[src/core/scan_params.svh]
// Constants for the boundary-scan data registers and instruction codes
`ifndef SCAN_PARAMS_SVH
`define SCAN_PARAMS_SVH

// ----------------------------------------------------------------
// Instruction register
// ----------------------------------------------------------------
`define IR_W 3
`define IR_EXTEST 3'h0
`define IR_IDCODE 3'h1
`define IR_SAMPLE_HIZ 3'h2
`define IR_SAMPLE 3'h4
`define IR_BYPASS 3'h7
`define IR_CAPTURE_VAL 3'h1

// ----------------------------------------------------------------
// Data register lengths and fields
// ----------------------------------------------------------------
`define ID_LEN 32
`define ID_DEV_W 20
`define ID_MFR_W 11
`define ID_START_VAL 1'h1
`define BSR_LEN 129
`define PAD_CNT 128

// ----------------------------------------------------------------
// Chain indices (index = chain position - 1)
// ----------------------------------------------------------------
`define POS_DRV_EN 128
`define POS_Q_LO 0
`define POS_VLD 36
`define POS_ECHO 37
`define POS_ECHO_N 38
`define DRV_EN_CAPTURE 1'h1
`define NC_CAPTURE 1'h0
`define BYPASS_CAPTURE 1'h0

`endif

[src/core/scan_pkg.sv]
// Types shared by the test access port logic
package scan_pkg;

  // Sixteen controller states of the test access port
  typedef enum logic [3:0] {
    TEST_LOGIC_RESET,
    RUN_TEST_IDLE,
    SELECT_DR,
    CAPTURE_DR,
    SHIFT_DR,
    EXIT1_DR,
    PAUSE_DR,
    EXIT2_DR,
    UPDATE_DR,
    SELECT_IR,
    CAPTURE_IR,
    SHIFT_IR,
    EXIT1_IR,
    PAUSE_IR,
    EXIT2_IR,
    UPDATE_IR
  } tap_state_e;

  typedef logic [2:0] instr_t;

endpackage

[src/core/pin_sync.sv]
// Two-stage synchroniser for levels arriving from outside the clock domain
`timescale 1ns/1ps
module pin_sync #(
  parameter int W = 1
) (
  input wire logic i_clk,
  input wire logic i_rst,
  input wire logic i_ce,
  input wire logic [W-1:0] i_async,
  output logic [W-1:0] o_sync
);

  logic [W-1:0] meta;

  // First stage feeds only the second stage
  always_ff @(posedge i_clk or posedge i_rst)
  begin
    if (i_rst)
    begin
      meta <= '0;
      o_sync <= '0;
    end
    else if (i_ce)
    begin
      meta <= i_async;
      o_sync <= meta;
    end
  end

endmodule

[src/core/tap_ctrl.sv]
// Sixteen-state test access port controller stepped by sampled clock edges
`timescale 1ns/1ps
module tap_ctrl (
  input wire logic i_clk,
  input wire logic i_rst,
  input wire logic i_ce,
  input wire logic i_step,
  input wire logic i_tms,
  output scan_pkg::tap_state_e o_state
);

  scan_pkg::tap_state_e next_state;

  // Standard transition table, mode select sampled on the rising test clock
  always_comb
  begin
    case (o_state)
      scan_pkg::TEST_LOGIC_RESET: next_state = i_tms ? scan_pkg::TEST_LOGIC_RESET : scan_pkg::RUN_TEST_IDLE;
      scan_pkg::RUN_TEST_IDLE: next_state = i_tms ? scan_pkg::SELECT_DR : scan_pkg::RUN_TEST_IDLE;
      scan_pkg::SELECT_DR: next_state = i_tms ? scan_pkg::SELECT_IR : scan_pkg::CAPTURE_DR;
      scan_pkg::CAPTURE_DR: next_state = i_tms ? scan_pkg::EXIT1_DR : scan_pkg::SHIFT_DR;
      scan_pkg::SHIFT_DR: next_state = i_tms ? scan_pkg::EXIT1_DR : scan_pkg::SHIFT_DR;
      scan_pkg::EXIT1_DR: next_state = i_tms ? scan_pkg::UPDATE_DR : scan_pkg::PAUSE_DR;
      scan_pkg::PAUSE_DR: next_state = i_tms ? scan_pkg::EXIT2_DR : scan_pkg::PAUSE_DR;
      scan_pkg::EXIT2_DR: next_state = i_tms ? scan_pkg::UPDATE_DR : scan_pkg::SHIFT_DR;
      scan_pkg::UPDATE_DR: next_state = i_tms ? scan_pkg::SELECT_DR : scan_pkg::RUN_TEST_IDLE;
      scan_pkg::SELECT_IR: next_state = i_tms ? scan_pkg::TEST_LOGIC_RESET : scan_pkg::CAPTURE_IR;
      scan_pkg::CAPTURE_IR: next_state = i_tms ? scan_pkg::EXIT1_IR : scan_pkg::SHIFT_IR;
      scan_pkg::SHIFT_IR: next_state = i_tms ? scan_pkg::EXIT1_IR : scan_pkg::SHIFT_IR;
      scan_pkg::EXIT1_IR: next_state = i_tms ? scan_pkg::UPDATE_IR : scan_pkg::PAUSE_IR;
      scan_pkg::PAUSE_IR: next_state = i_tms ? scan_pkg::EXIT2_IR : scan_pkg::PAUSE_IR;
      scan_pkg::EXIT2_IR: next_state = i_tms ? scan_pkg::UPDATE_IR : scan_pkg::SHIFT_IR;
      scan_pkg::UPDATE_IR: next_state = i_tms ? scan_pkg::SELECT_DR : scan_pkg::RUN_TEST_IDLE;
      default: next_state = scan_pkg::TEST_LOGIC_RESET;
    endcase
  end

  // State advances only on a detected rising test clock edge
  always_ff @(posedge i_clk or posedge i_rst)
  begin
    if (i_rst)
      o_state <= scan_pkg::TEST_LOGIC_RESET;
    else if (i_ce && i_step)
      o_state <= next_state;
  end

endmodule

[src/core/scan_dr_top.sv]
// Boundary-scan test data registers with instruction decode and pin control
`timescale 1ns/1ps
`include "scan_params.svh"
module scan_dr_top #(
  parameter int Q_W = 36,
  parameter logic [`ID_DEV_W-1:0] DEV_ID = 20'h00000, // Arbitrary value
  parameter logic [`ID_MFR_W-1:0] MFR_ID = 11'h000, // Arbitrary value
  parameter logic [`PAD_CNT-1:0] NC_MASK = 128'h0
) (
  input wire logic i_clk,
  input wire logic i_rst,
  input wire logic i_ce,
  input wire logic i_tck,
  input wire logic i_tms,
  input wire logic i_tdi,
  output logic o_tdo,
  output logic o_tdo_oe,
  input wire logic [`PAD_CNT-1:0] i_pad_level,
  input wire logic [Q_W-1:0] i_func_q,
  input wire logic i_func_q_oe,
  input wire logic i_func_vld,
  input wire logic i_func_echo,
  input wire logic i_func_echo_n,
  input wire logic i_func_term_en,
  output logic [Q_W-1:0] o_q,
  output logic o_q_oe,
  output logic o_vld,
  output logic o_echo,
  output logic o_echo_n,
  output logic o_term_en
);

  // ----------------------------------------------------------------
  // Decode helpers
  // ----------------------------------------------------------------

  // Instructions that select the boundary chain
  function automatic logic is_boundary(input scan_pkg::instr_t ir);
    is_boundary = (ir == `IR_EXTEST) || (ir == `IR_SAMPLE) || (ir == `IR_SAMPLE_HIZ);
  endfunction

  // Reserved codes fall back to the bypass stage so the path stays defined
  function automatic logic is_bypass(input scan_pkg::instr_t ir);
    is_bypass = !is_boundary(ir) && (ir != `IR_IDCODE);
  endfunction

  // ----------------------------------------------------------------
  // Synchronisers and test clock edge detect
  // ----------------------------------------------------------------

  logic [2:0] tap_sync;
  logic [`PAD_CNT-1:0] pad_sync;
  logic tck_s;
  logic tms_s;
  logic tdi_s;
  logic tck_prev;
  logic tck_rise;
  logic tck_fall;

  // Test pins come from another domain: two flops before use
  pin_sync #(
    .W(3)
  ) u_tap_sync (
    .i_clk(i_clk),
    .i_rst(i_rst),
    .i_ce(i_ce),
    .i_async({i_tck, i_tms, i_tdi}),
    .o_sync(tap_sync)
  );

  // Pad levels are synchronised as well; capture sees a settled copy
  pin_sync #(
    .W(`PAD_CNT)
  ) u_pad_sync (
    .i_clk(i_clk),
    .i_rst(i_rst),
    .i_ce(i_ce),
    .i_async(i_pad_level),
    .o_sync(pad_sync)
  );

  assign tck_s = tap_sync[2];
  assign tms_s = tap_sync[1];
  assign tdi_s = tap_sync[0];

  // Previous test clock level for edge detection
  always_ff @(posedge i_clk or posedge i_rst)
  begin
    if (i_rst)
      tck_prev <= 1'b0;
    else if (i_ce)
      tck_prev <= tck_s;
  end

  // TMS and TDI share the same sync delay, so they are sampled with the edge
  assign tck_rise = i_ce && tck_s && !tck_prev;
  assign tck_fall = i_ce && !tck_s && tck_prev;

  // ----------------------------------------------------------------
  // Controller
  // ----------------------------------------------------------------

  scan_pkg::tap_state_e state;

  tap_ctrl u_tap_ctrl (
    .i_clk(i_clk),
    .i_rst(i_rst),
    .i_ce(i_ce),
    .i_step(tck_rise),
    .i_tms(tms_s),
    .o_state(state)
  );

  // ----------------------------------------------------------------
  // Instruction register
  // ----------------------------------------------------------------

  scan_pkg::instr_t ir_shift;
  scan_pkg::instr_t ir_active;

  // Shift stage: captures the fixed pattern, shifts toward bit 0
  always_ff @(posedge i_clk or posedge i_rst)
  begin
    if (i_rst)
      ir_shift <= `IR_IDCODE;
    else if (tck_rise)
    begin
      if (state == scan_pkg::CAPTURE_IR)
        ir_shift <= `IR_CAPTURE_VAL;
      else if (state == scan_pkg::SHIFT_IR)
        ir_shift <= {tdi_s, ir_shift[`IR_W-1:1]};
    end
  end

  // Active instruction changes only at Update-IR; reset and the Test-Logic-Reset state force identification
  always_ff @(posedge i_clk or posedge i_rst)
  begin
    if (i_rst)
      ir_active <= `IR_IDCODE;
    else if (i_ce && state == scan_pkg::TEST_LOGIC_RESET)
      ir_active <= `IR_IDCODE;
    else if (tck_fall && state == scan_pkg::UPDATE_IR)
      ir_active <= ir_shift;
  end

  logic sel_boundary;
  logic sel_bypass;
  logic sel_id;
  logic mode_extest;
  logic mode_hiz;

  assign sel_boundary = is_boundary(ir_active);
  assign sel_bypass = is_bypass(ir_active);
  assign sel_id = (ir_active == `IR_IDCODE);
  assign mode_extest = (ir_active == `IR_EXTEST);
  assign mode_hiz = (ir_active == `IR_SAMPLE_HIZ);

  // ----------------------------------------------------------------
  // Test data registers
  // ----------------------------------------------------------------

  logic single_bit_shift_path;
  logic [`ID_LEN-1:0] part_code_shift_reg;
  logic [`BSR_LEN-1:0] pin_state_scan_chain;
  logic [`BSR_LEN-1:0] pin_hold;
  logic cap_dr;
  logic shf_dr;

  assign cap_dr = tck_rise && (state == scan_pkg::CAPTURE_DR);
  assign shf_dr = tck_rise && (state == scan_pkg::SHIFT_DR);

  // One-stage bypass path
  always_ff @(posedge i_clk or posedge i_rst)
  begin
    if (i_rst)
      single_bit_shift_path <= `BYPASS_CAPTURE;
    else if (sel_bypass)
    begin
      if (cap_dr)
        single_bit_shift_path <= `BYPASS_CAPTURE;
      else if (shf_dr)
        single_bit_shift_path <= tdi_s;
    end
  end

  // Identification register: code, maker, start bit
  always_ff @(posedge i_clk or posedge i_rst)
  begin
    if (i_rst)
      part_code_shift_reg <= '0;
    else if (sel_id)
    begin
      if (cap_dr)
        part_code_shift_reg <= {DEV_ID, MFR_ID, `ID_START_VAL};
      else if (shf_dr)
        part_code_shift_reg <= {tdi_s, part_code_shift_reg[`ID_LEN-1:1]};
    end
  end

  // Boundary chain: index 0 is position 1; pads occupy 1..128, 129 is internal
  always_ff @(posedge i_clk or posedge i_rst)
  begin
    if (i_rst)
      pin_state_scan_chain <= '0;
    else if (sel_boundary)
    begin
      if (cap_dr)
        pin_state_scan_chain <= {`DRV_EN_CAPTURE, pad_sync & ~NC_MASK};
      else if (shf_dr)
        pin_state_scan_chain <= {tdi_s, pin_state_scan_chain[`BSR_LEN-1:1]};
    end
  end

  // Update stage keeps shifting invisible at the pins until Update-DR
  always_ff @(posedge i_clk or posedge i_rst)
  begin
    if (i_rst)
      pin_hold <= '0;
    else if (tck_fall && sel_boundary && state == scan_pkg::UPDATE_DR)
      pin_hold <= pin_state_scan_chain;
  end

  // ----------------------------------------------------------------
  // Serial output
  // ----------------------------------------------------------------

  logic next_tdo;

  // Least significant stage of the selected register leaves first
  always_comb
  begin
    if (state == scan_pkg::SHIFT_IR)
      next_tdo = ir_shift[0];
    else if (sel_boundary)
      next_tdo = pin_state_scan_chain[0];
    else if (sel_id)
      next_tdo = part_code_shift_reg[0];
    else
      next_tdo = single_bit_shift_path;
  end

  // Data out and its enable change on the falling test clock
  always_ff @(posedge i_clk or posedge i_rst)
  begin
    if (i_rst)
    begin
      o_tdo <= 1'b0;
      o_tdo_oe <= 1'b0;
    end
    else if (tck_fall)
    begin
      o_tdo <= next_tdo;
      o_tdo_oe <= (state == scan_pkg::SHIFT_DR) || (state == scan_pkg::SHIFT_IR);
    end
  end

  // ----------------------------------------------------------------
  // Pin control
  // ----------------------------------------------------------------

  logic [Q_W-1:0] next_q;
  logic next_q_oe;
  logic next_vld;
  logic next_echo;
  logic next_echo_n;
  logic next_term_en;

  // Chain owns the outputs except termination enable, and only under external test
  always_comb
  begin
    if (mode_extest)
    begin
      next_q = pin_hold[`POS_Q_LO +: Q_W];
      next_q_oe = pin_hold[`POS_DRV_EN];
      next_vld = pin_hold[`POS_VLD];
      next_echo = pin_hold[`POS_ECHO];
      next_echo_n = pin_hold[`POS_ECHO_N];
    end
    else
    begin
      next_q = i_func_q;
      next_q_oe = i_func_q_oe && !mode_hiz;
      next_vld = i_func_vld;
      next_echo = i_func_echo;
      next_echo_n = i_func_echo_n;
    end
    next_term_en = i_func_term_en && !mode_extest && !mode_hiz;
  end

  // Registered pin drive, one clock after the control changes
  always_ff @(posedge i_clk or posedge i_rst)
  begin
    if (i_rst)
    begin
      o_q <= '0;
      o_q_oe <= 1'b0;
      o_vld <= 1'b0;
      o_echo <= 1'b0;
      o_echo_n <= 1'b0;
      o_term_en <= 1'b0;
    end
    else if (i_ce)
    begin
      o_q <= next_q;
      o_q_oe <= next_q_oe;
      o_vld <= next_vld;
      o_echo <= next_echo;
      o_echo_n <= next_echo_n;
      o_term_en <= next_term_en;
    end
  end

endmodule

[config.mk]
export PLATFORM = sky130hd
export DESIGN_NAME = scan_dr_top
export DESIGN_NICKNAME = d
export VERILOG_FILES = /design/src/core/scan_pkg.sv /design/src/core/pin_sync.sv /design/src/core/tap_ctrl.sv /design/src/core/scan_dr_top.sv
export VERILOG_INCLUDE_DIRS = /design/src /design/src/core
export SDC_FILE = /design/constraint.sdc
export NUM_CORES = 1
export LEC_CHECK = 0
export BUFFER_PORTS_ARGS = -buffer_cell sky130_fd_sc_hd__buf_2
export CORE_ASPECT_RATIO = 2
export CORE_MARGIN = 5
export CORE_UTILIZATION = 59
export DETAILED_ROUTE_END_ITERATION = 6
export GPL_TIMING_DRIVEN = 0
export PLACE_DENSITY = 0.79
export SLEW_MARGIN = 10
export SYNTH_ARGS = -nofsm -noshare
export SYNTH_HDL_FRONTEND = slang
export SYNTH_SLANG_ARGS = --single-unit
export TNS_END_PERCENT = 10
[constraint.sdc]
create_clock -name i_clk -period 20.7 [get_ports i_clk]
set_input_delay 0 -clock i_clk [delete_from_list [all_inputs] [get_ports i_clk]]
set_output_delay 0 -clock i_clk [all_outputs]
set_load 0.005 [all_outputs]
==> Word level (Yosys, flattened, before mapping) <==
Index checks and enable logic that the tools add are counted.
{ "classes": {"div_mod_pow": 0, "n_addsub": 0, "eq_ne": 19, "multipliers": 0, "n_shift": 0, "bitwise_logic": 0, "magnitude_cmp": 0, "n_reduce_logical": 35, "mux": 31} }
{ "ops": {"columns": ["cell", "n"], "rows": [
  ["129-bit 2-to-1 mux", 2],
  ["32-bit 2-to-1 mux", 2],
  ["4-bit case mux with 12 select lines", 1],
  ["36-bit 2-to-1 mux", 1],
  ["4-bit equality test, second input constant", 8],
  ["3-bit 2-to-1 mux", 6],
  ["4-bit by 3-bit equality test with 1-bit output, second input constant", 4],
  ["4-bit 2-to-1 mux", 4],
  ["1-bit logical AND", 15],
  ["1-bit 2-to-1 mux", 12],
  ["4-bit by 2-bit equality test with 1-bit output, second input constant", 2],
  ["2-bit AND reduction", 4],
  ["2-bit 2-to-1 mux", 3],
  ["2-bit nonzero test", 3],
  ["1-bit logical NOT", 5],
  ["4-bit by 1-bit equality test with 1-bit output, second input constant", 1],
  ["4-bit logical NOT", 1],
  ["2-bit OR reduction", 2],
  ["3-bit by 1-bit equality test with 1-bit output, second input constant", 1],
  ["3-bit by 2-bit equality test with 1-bit output, second input constant", 1],
  ["3-bit equality test, second input constant", 1],
  ["3-bit logical NOT", 1],
  ["1-bit logical OR", 3],
  ["3-bit by 1-bit inequality test with 1-bit output, second input constant", 1],
  ["3-bit OR reduction", 1]
]} }
{ "totals": {"ram_bits": 0, "rom_bits": 0, "output_inout_bits": 43, "input_bits": 175, "reg_bits": 607, "wordCells": 105, "latch_bits": 0, "n_memories": 0} }

==> Longest topological paths before layout <==
{ "depth": {"word_depth": 6, "ltp_mapped": 9, "depth_no_buf": 4} }

==> By module <==
Synthesis repeated with hierarchy kept, for this count alone.
{ "unflattened": {"cells_unflattened": 1624, "hier_area_um2": 21312.9} }
{ "modules_own_cells": {"columns": ["module", "n_inst", "cells_per_inst", "area_per_inst_um2", "seq_area_each_um2"], "rows": [
  ["scan_dr_top", 1, 1025, 11125.7, 6308.6],
  ["pin_sync at u_pad_sync", 1, 541, 9598.0, 6406.1],
  ["tap_ctrl", 1, 44, 334.1, 100.1],
  ["pin_sync at u_tap_sync", 1, 14, 255.2, 150.1]
]} }

==> Worst setup path after synthesis <==
No wires, ideal clock.
{ "synth_timing": {"path_kind": "reg-to-reg", "start": "reg ir_active[0]", "end": "reg part_code_shift_reg[0]", "setup_ps": 134, "arrival_ps": 1865, "slack_ps": 18701, "path_stages_with_launch": 8, "period_less_slack_ps": 1999, "path_cell_list": "dfstp_2 clkbuf_1 or3b_2 a211o_1 buf_2 clkbuf_1 nand2_1 o21ai_0"} }
{ "synth_between": {"elab_chain_cells": 2} }
{ "synth_lines": {"columns": ["item", "line_no", "rtl"], "rows": [
  ["start: declaration", "scan_dr_top.sv:119", "scan_pkg::instr_t ir_active;"],
  ["start signal: assignment", "scan_dr_top.sv:139", "ir_active <= `IR_IDCODE;"],
  ["start signal: assignment", "scan_dr_top.sv:141", "ir_active <= `IR_IDCODE;"],
  ["start signal: assignment", "scan_dr_top.sv:143", "ir_active <= ir_shift;"],
  ["3-bit by 1-bit equality test with 1-bit output (no source line)", null, null],
  ["2-bit AND reduction (no source line)", null, null],
  ["end signal: assignment", "scan_dr_top.sv:194", "part_code_shift_reg <= {DEV_ID, MFR_ID, `ID_START_VAL};"],
  ["end signal: assignment", "scan_dr_top.sv:196", "part_code_shift_reg <= {tdi_s, part_code_shift_reg[`ID_LEN-1:1]};"],
  ["end: declaration", "scan_dr_top.sv:163", "logic [`ID_LEN-1:0] part_code_shift_reg;"]
]} }
No other way between the ends.
A chain may end at the register's enable or synchronous reset.

==> Worst setup path after layout <==
{ "layout_timing": {"start": "reg u_tap_ctrl.o_state[0]", "end": "reg pin_state_scan_chain[106]"} }
{ "layout_between": {"elab_chain_cells": 4, "elab_cells_between_ends": 7} }
{ "layout_lines": {"columns": ["item", "line_no", "rtl"], "rows": [
  ["start: declaration", "tap_ctrl.sv:9", "output scan_pkg::tap_state_e o_state"],
  ["start signal: assignment", "tap_ctrl.sv:42", "o_state <= scan_pkg::TEST_LOGIC_RESET;"],
  ["start signal: assignment", "tap_ctrl.sv:44", "o_state <= next_state;"],
  ["4-bit by 2-bit equality test with 1-bit output or 4-bit by 3-bit equality test with 1-bit output (tied branches)", "scan_dr_top.sv:169, scan_dr_top.sv:170", null],
  ["1-bit logical AND, on equally long branches", "scan_dr_top.sv:169, scan_dr_top.sv:170", null],
  ["2-bit nonzero test (no source line)", null, null],
  ["2-bit AND reduction (no source line)", null, null],
  ["end signal: assignment", "scan_dr_top.sv:208", "pin_state_scan_chain <= {`DRV_EN_CAPTURE, pad_sync & ~NC_MASK};"],
  ["end signal: assignment", "scan_dr_top.sv:210", "pin_state_scan_chain <= {tdi_s, pin_state_scan_chain[`BSR_LEN-1:1]};"],
  ["end: declaration", "scan_dr_top.sv:164", "logic [`BSR_LEN-1:0] pin_state_scan_chain;"]
]} }
Several ways; a longest one is shown, not always the timed one.

==> summary.md <==
Yosys mapped the design onto 38 distinct sky130hd cell types. For this design the total switching power over the nets is 528 uW. The run gives 2249 as the filler cell count in the final layout. The tools report the beginning of the worst register-to-register path as u_tap_ctrl.o_state[0]. Setup total negative slack on the finished layout was measured at 0 ns.

Measured along the y axis, the die boundary spans 277 um. In this run, CTS created clock tree buffers numbering 44. The area growth from synthesis to final layout came out at 23.1%. In this run the worst setup path begins at u_tap_ctrl.o_state[0]. For this design the static power due to leakage is 0.0125 uW. For the placeable core area, the log shows 35100 um^2. The maximum clock skew at final layout is 0.0141 ns, and the headroom to the max-slew limit is 28.8%.

In the global route stage, overall resource usage came out at 25.3%. Once detail routing completed, the nets flagged for antenna violations numbered 0. The H-tree was split into 2 levels. The clock sink count was 518. The run gives 5 as the initial antenna violation count. The switching share of total power works out to 24.1%. For the worst flop-to-flop path, the logic depth is 6.

The tools report the final wirelength as 49.2 mm. Sequential elements use 61.7% of the synthesized area. In this run, post-CTS repair resized a total of 0 instances. Setup repair after global routing left no endpoint under its margin.

The ratio of total power to cell area is 84.7 nW/um^2, and the summed instance area of the synthesized netlist is 21000 um^2. The tools report the global-route wire length before repair as 80.2 mm. The synthesized design spends more area on one cell type than any other, namely dfrtp_1. The count of port buffers added during placement works out to 216. The number of synthesized flops with an enable pin is 0. After the last flow step, the layout net total stands at 2238. The finished layout holds 2540 standard cells, fillers aside. The endpoint identified for the worst register-to-register timing path is pin_state_scan_chain[106]. Measured along the x axis, the die boundary spans 143 um. The fraction of post-synthesis cell area in the top cell type by area came out at 61.5%.

For the maximum VDD drop, the log shows 82.5 uV. The part of the power in combinational logic came out at 11.6%. By count the netlist is led by dfrtp_1, mux2_2, nor2_1. The global placer's final weighted congestion is 0.826, and the initial standard-cell utilization of the core is 59.9%. After detailed routing, the average wire length per cell comes to 19.4 um. The sequential share of power was 52.4%. Counting flops and latches in the post-synthesis netlist gives 518. Register bank with the most flops: pin_state_scan_chain.

The actual slew at the worst max-slew pin works out to 1.07 ns. The most instantiated flip-flop cell in the synthesis netlist was dfrtp_1. The pre-CTS worst setup slack came out at 18.10 ns.

At the later pin of the worst-skew pair, clock insertion delay measures 0.54 ns. Yosys attributes the largest share of cell area to dfrtp_1, mux2_2, mux2i_1, a21oi_1, nor2_1. The final critical path takes up 12.5% of the cycle. Post-CTS timing repair inserted 0 buffers for setup. STA classifies the critical path startpoint as a register. The count of pins over their slew limit was 0; the register-to-register setup slack was 18.10 ns.

The average instance in the mapped netlist occupies 12.9 um^2. 218 I/O pins were placed. Data arrives at the worst endpoint at 3.02 ns. Overflow left after global routing: 0.

The run finished with clean final reports. The net count of the mapped netlist is 1798, and the flip-flop count of the largest register, all copies and words added is 129. The worst setup path is captured at a register.

Dividing the detail-routed via count by the number of cells gives 5.57. After clock tree synthesis, the clock-pin slew on the worst setup and hold paths is 0.07 ns. dfrtp_1 is the most common cell in the netlist. The number of global-route vias before repair was 15800. For this run, asynchronously set or reset flops after synthesis account for 100%. The tightest min-delay check is of the primary input to async pin type. Master cell of the clock root buffer: clkbuf_16. The die covers 39700 um^2. For this run, the top clock speed supported by timing is 0.385 GHz.

Across the run, the number of max-cap violations was 0. The count of placed standard cells including taps was 2288; the number of setup violations in the final report was 0. TritonCTS built the clock tree.

In this run the worst path has a maximum fanout of 10. Setup slack on the critical path of the routed design comes to 18.10 ns. The post-route netlist has 30.8% of its cells at a drive strength greater than 1. The run gives 1623 as the number of standard cells after synthesis. For the cell-internal power, the log shows 1660 uW.

In the final layout, flip-flops and latches occupy 13000 um^2. Share of power burned in the clock network: 36.1%. The smallest clock period supported by the final layout is computed as 2.60 ns. The count of warnings emitted by yosys is 0. The pin count of the biggest net entering global routing was 122.

The required time of the critical path is 21.12 ns. The HPWL after detailed placement is 33.0 mm. Number of DRC violations after detailed routing: 0. In this run, the number of DRC markers left after iteration 0 of detailed routing was 782. For this block, the via count after detailed routing is 14100. The floorplan has 97 rows.

Summing all multi-input logic gate instances after layout gives 7470 um^2. The hold violation count in the final report is 0, and the buffer levels on the longest clock path is 3. Category of the most critical setup path: register to register. In the final layout, the registers with the most flip-flops are pin_state_scan_chain: 129 flops, u_pad_sync.meta: 128 flops, u_pad_sync.o_sync: 128 flops. The pre-antenna-repair detailed-routing pass consisted of 5 iterations.
layout by cell type (no fill, tap or decap), types with 8 or more instances in the layout:
cell,n
dfrtp_1,516
mux2_2,302
buf_2,249
nor2_1,177
a21oi_1,174
dlygate4sd3_1,174
mux2i_1,170
nand2_1,71
clkbuf_1,63
clkbuf_16,45
o21ai_0,44
buf_4,18
inv_1,8
clkinv_2,8
layer usage:
metal / vias up / GRT usage [%] / share of wire, %
li1: 6510 / - / -
met1: 7186 / 28.2 / 36
met2: 330 / 47.5 / 56
met3: 112 / 3.51 / 4.0
met4: 2 / 9.79 / 4.2
met5: - / 0 / 0.014
through the flow:
step	instance area, um^2	hold WS [ns]	total power (uW)	utilization [%]
after floorplan	21000	0.152	1310	-
after global placement	22600	0.233	1370	64.5
after detailed placement	22800	0.204	1390	64.9
after CTS	25800	0.164	2200	73.7
after global routing	25800	0.217	2280	73.7
final	25800	0.109	2190	73.7
worst max path at each step:
stage / endpoint / slack, ns / depth (start not counted)
after CTS: pin_state_scan_chain[106] / 18.09 / 6
after global routing: pin_state_scan_chain[108] / 17.98 / 6
final: pin_state_scan_chain[106] / 18.10 / 6
after global placement: u_pad_sync.meta[47] / 1.66 / 2
after detailed placement: pin_state_scan_chain[106] / 18.10 / 6
after floorplan: ir_active[1] / 6.23 / 1
timing repair:
action | in CTS | in global routing
setup endpoints to repair | 0 | 0
hold buffers | 174 | 0
hold endpoints to repair | 281 | 0
layout make-up:
| type | instances | share of cell area [%] |
|---|---|---|
| Timing Repair Buffer | 394 | 11.3 |
| Inverter | 9 | 0.160 |
| Tap cell | 445 | 2.15 |
| Sequential cell | 518 | 50.2 |
| Multi-Input combinational cell | 986 | 28.9 |
| Antenna cell | 4 | 0.0387 |
| Buffer | 110 | 2.05 |
| Clock inverter | 12 | 0.358 |
| Clock buffer | 62 | 4.84 |
worst max-delay path, stage by stage, from the launching register on:
cell	delay, ns
dfrtp_1	0.36
clkbuf_1	0.19
or3b_1	0.44
a211oi_2	0.64
buf_2	0.45
buf_2	0.28
a21oi_1	0.10
power groups by stage:
stage | Combinational (uW) | Sequential, uW | Clock, uW
detailed placement | 225 | 1160 | 0
floorplan | 159 | 1150 | 0
CTS | 253 | 1150 | 803
finish | 253 | 1150 | 789
global placement | 212 | 1160 | 0
global route | 279 | 1150 | 847
cell families (layout without fill, tap and decap cells):
logic type             Yosys count  count (layout)  synth area share, %
AO/OA/AOI/OAI                  238             238                 5.93
buffers and inverters          119             587                 2.68
flip-flops                     518             518                 61.7
multiplexers                   472             472                 24.3
other                            0               4                    0
AND/OR/NAND/NOR                276             276                 5.35
No activity file was read; power rests on OpenSTA's default activity.
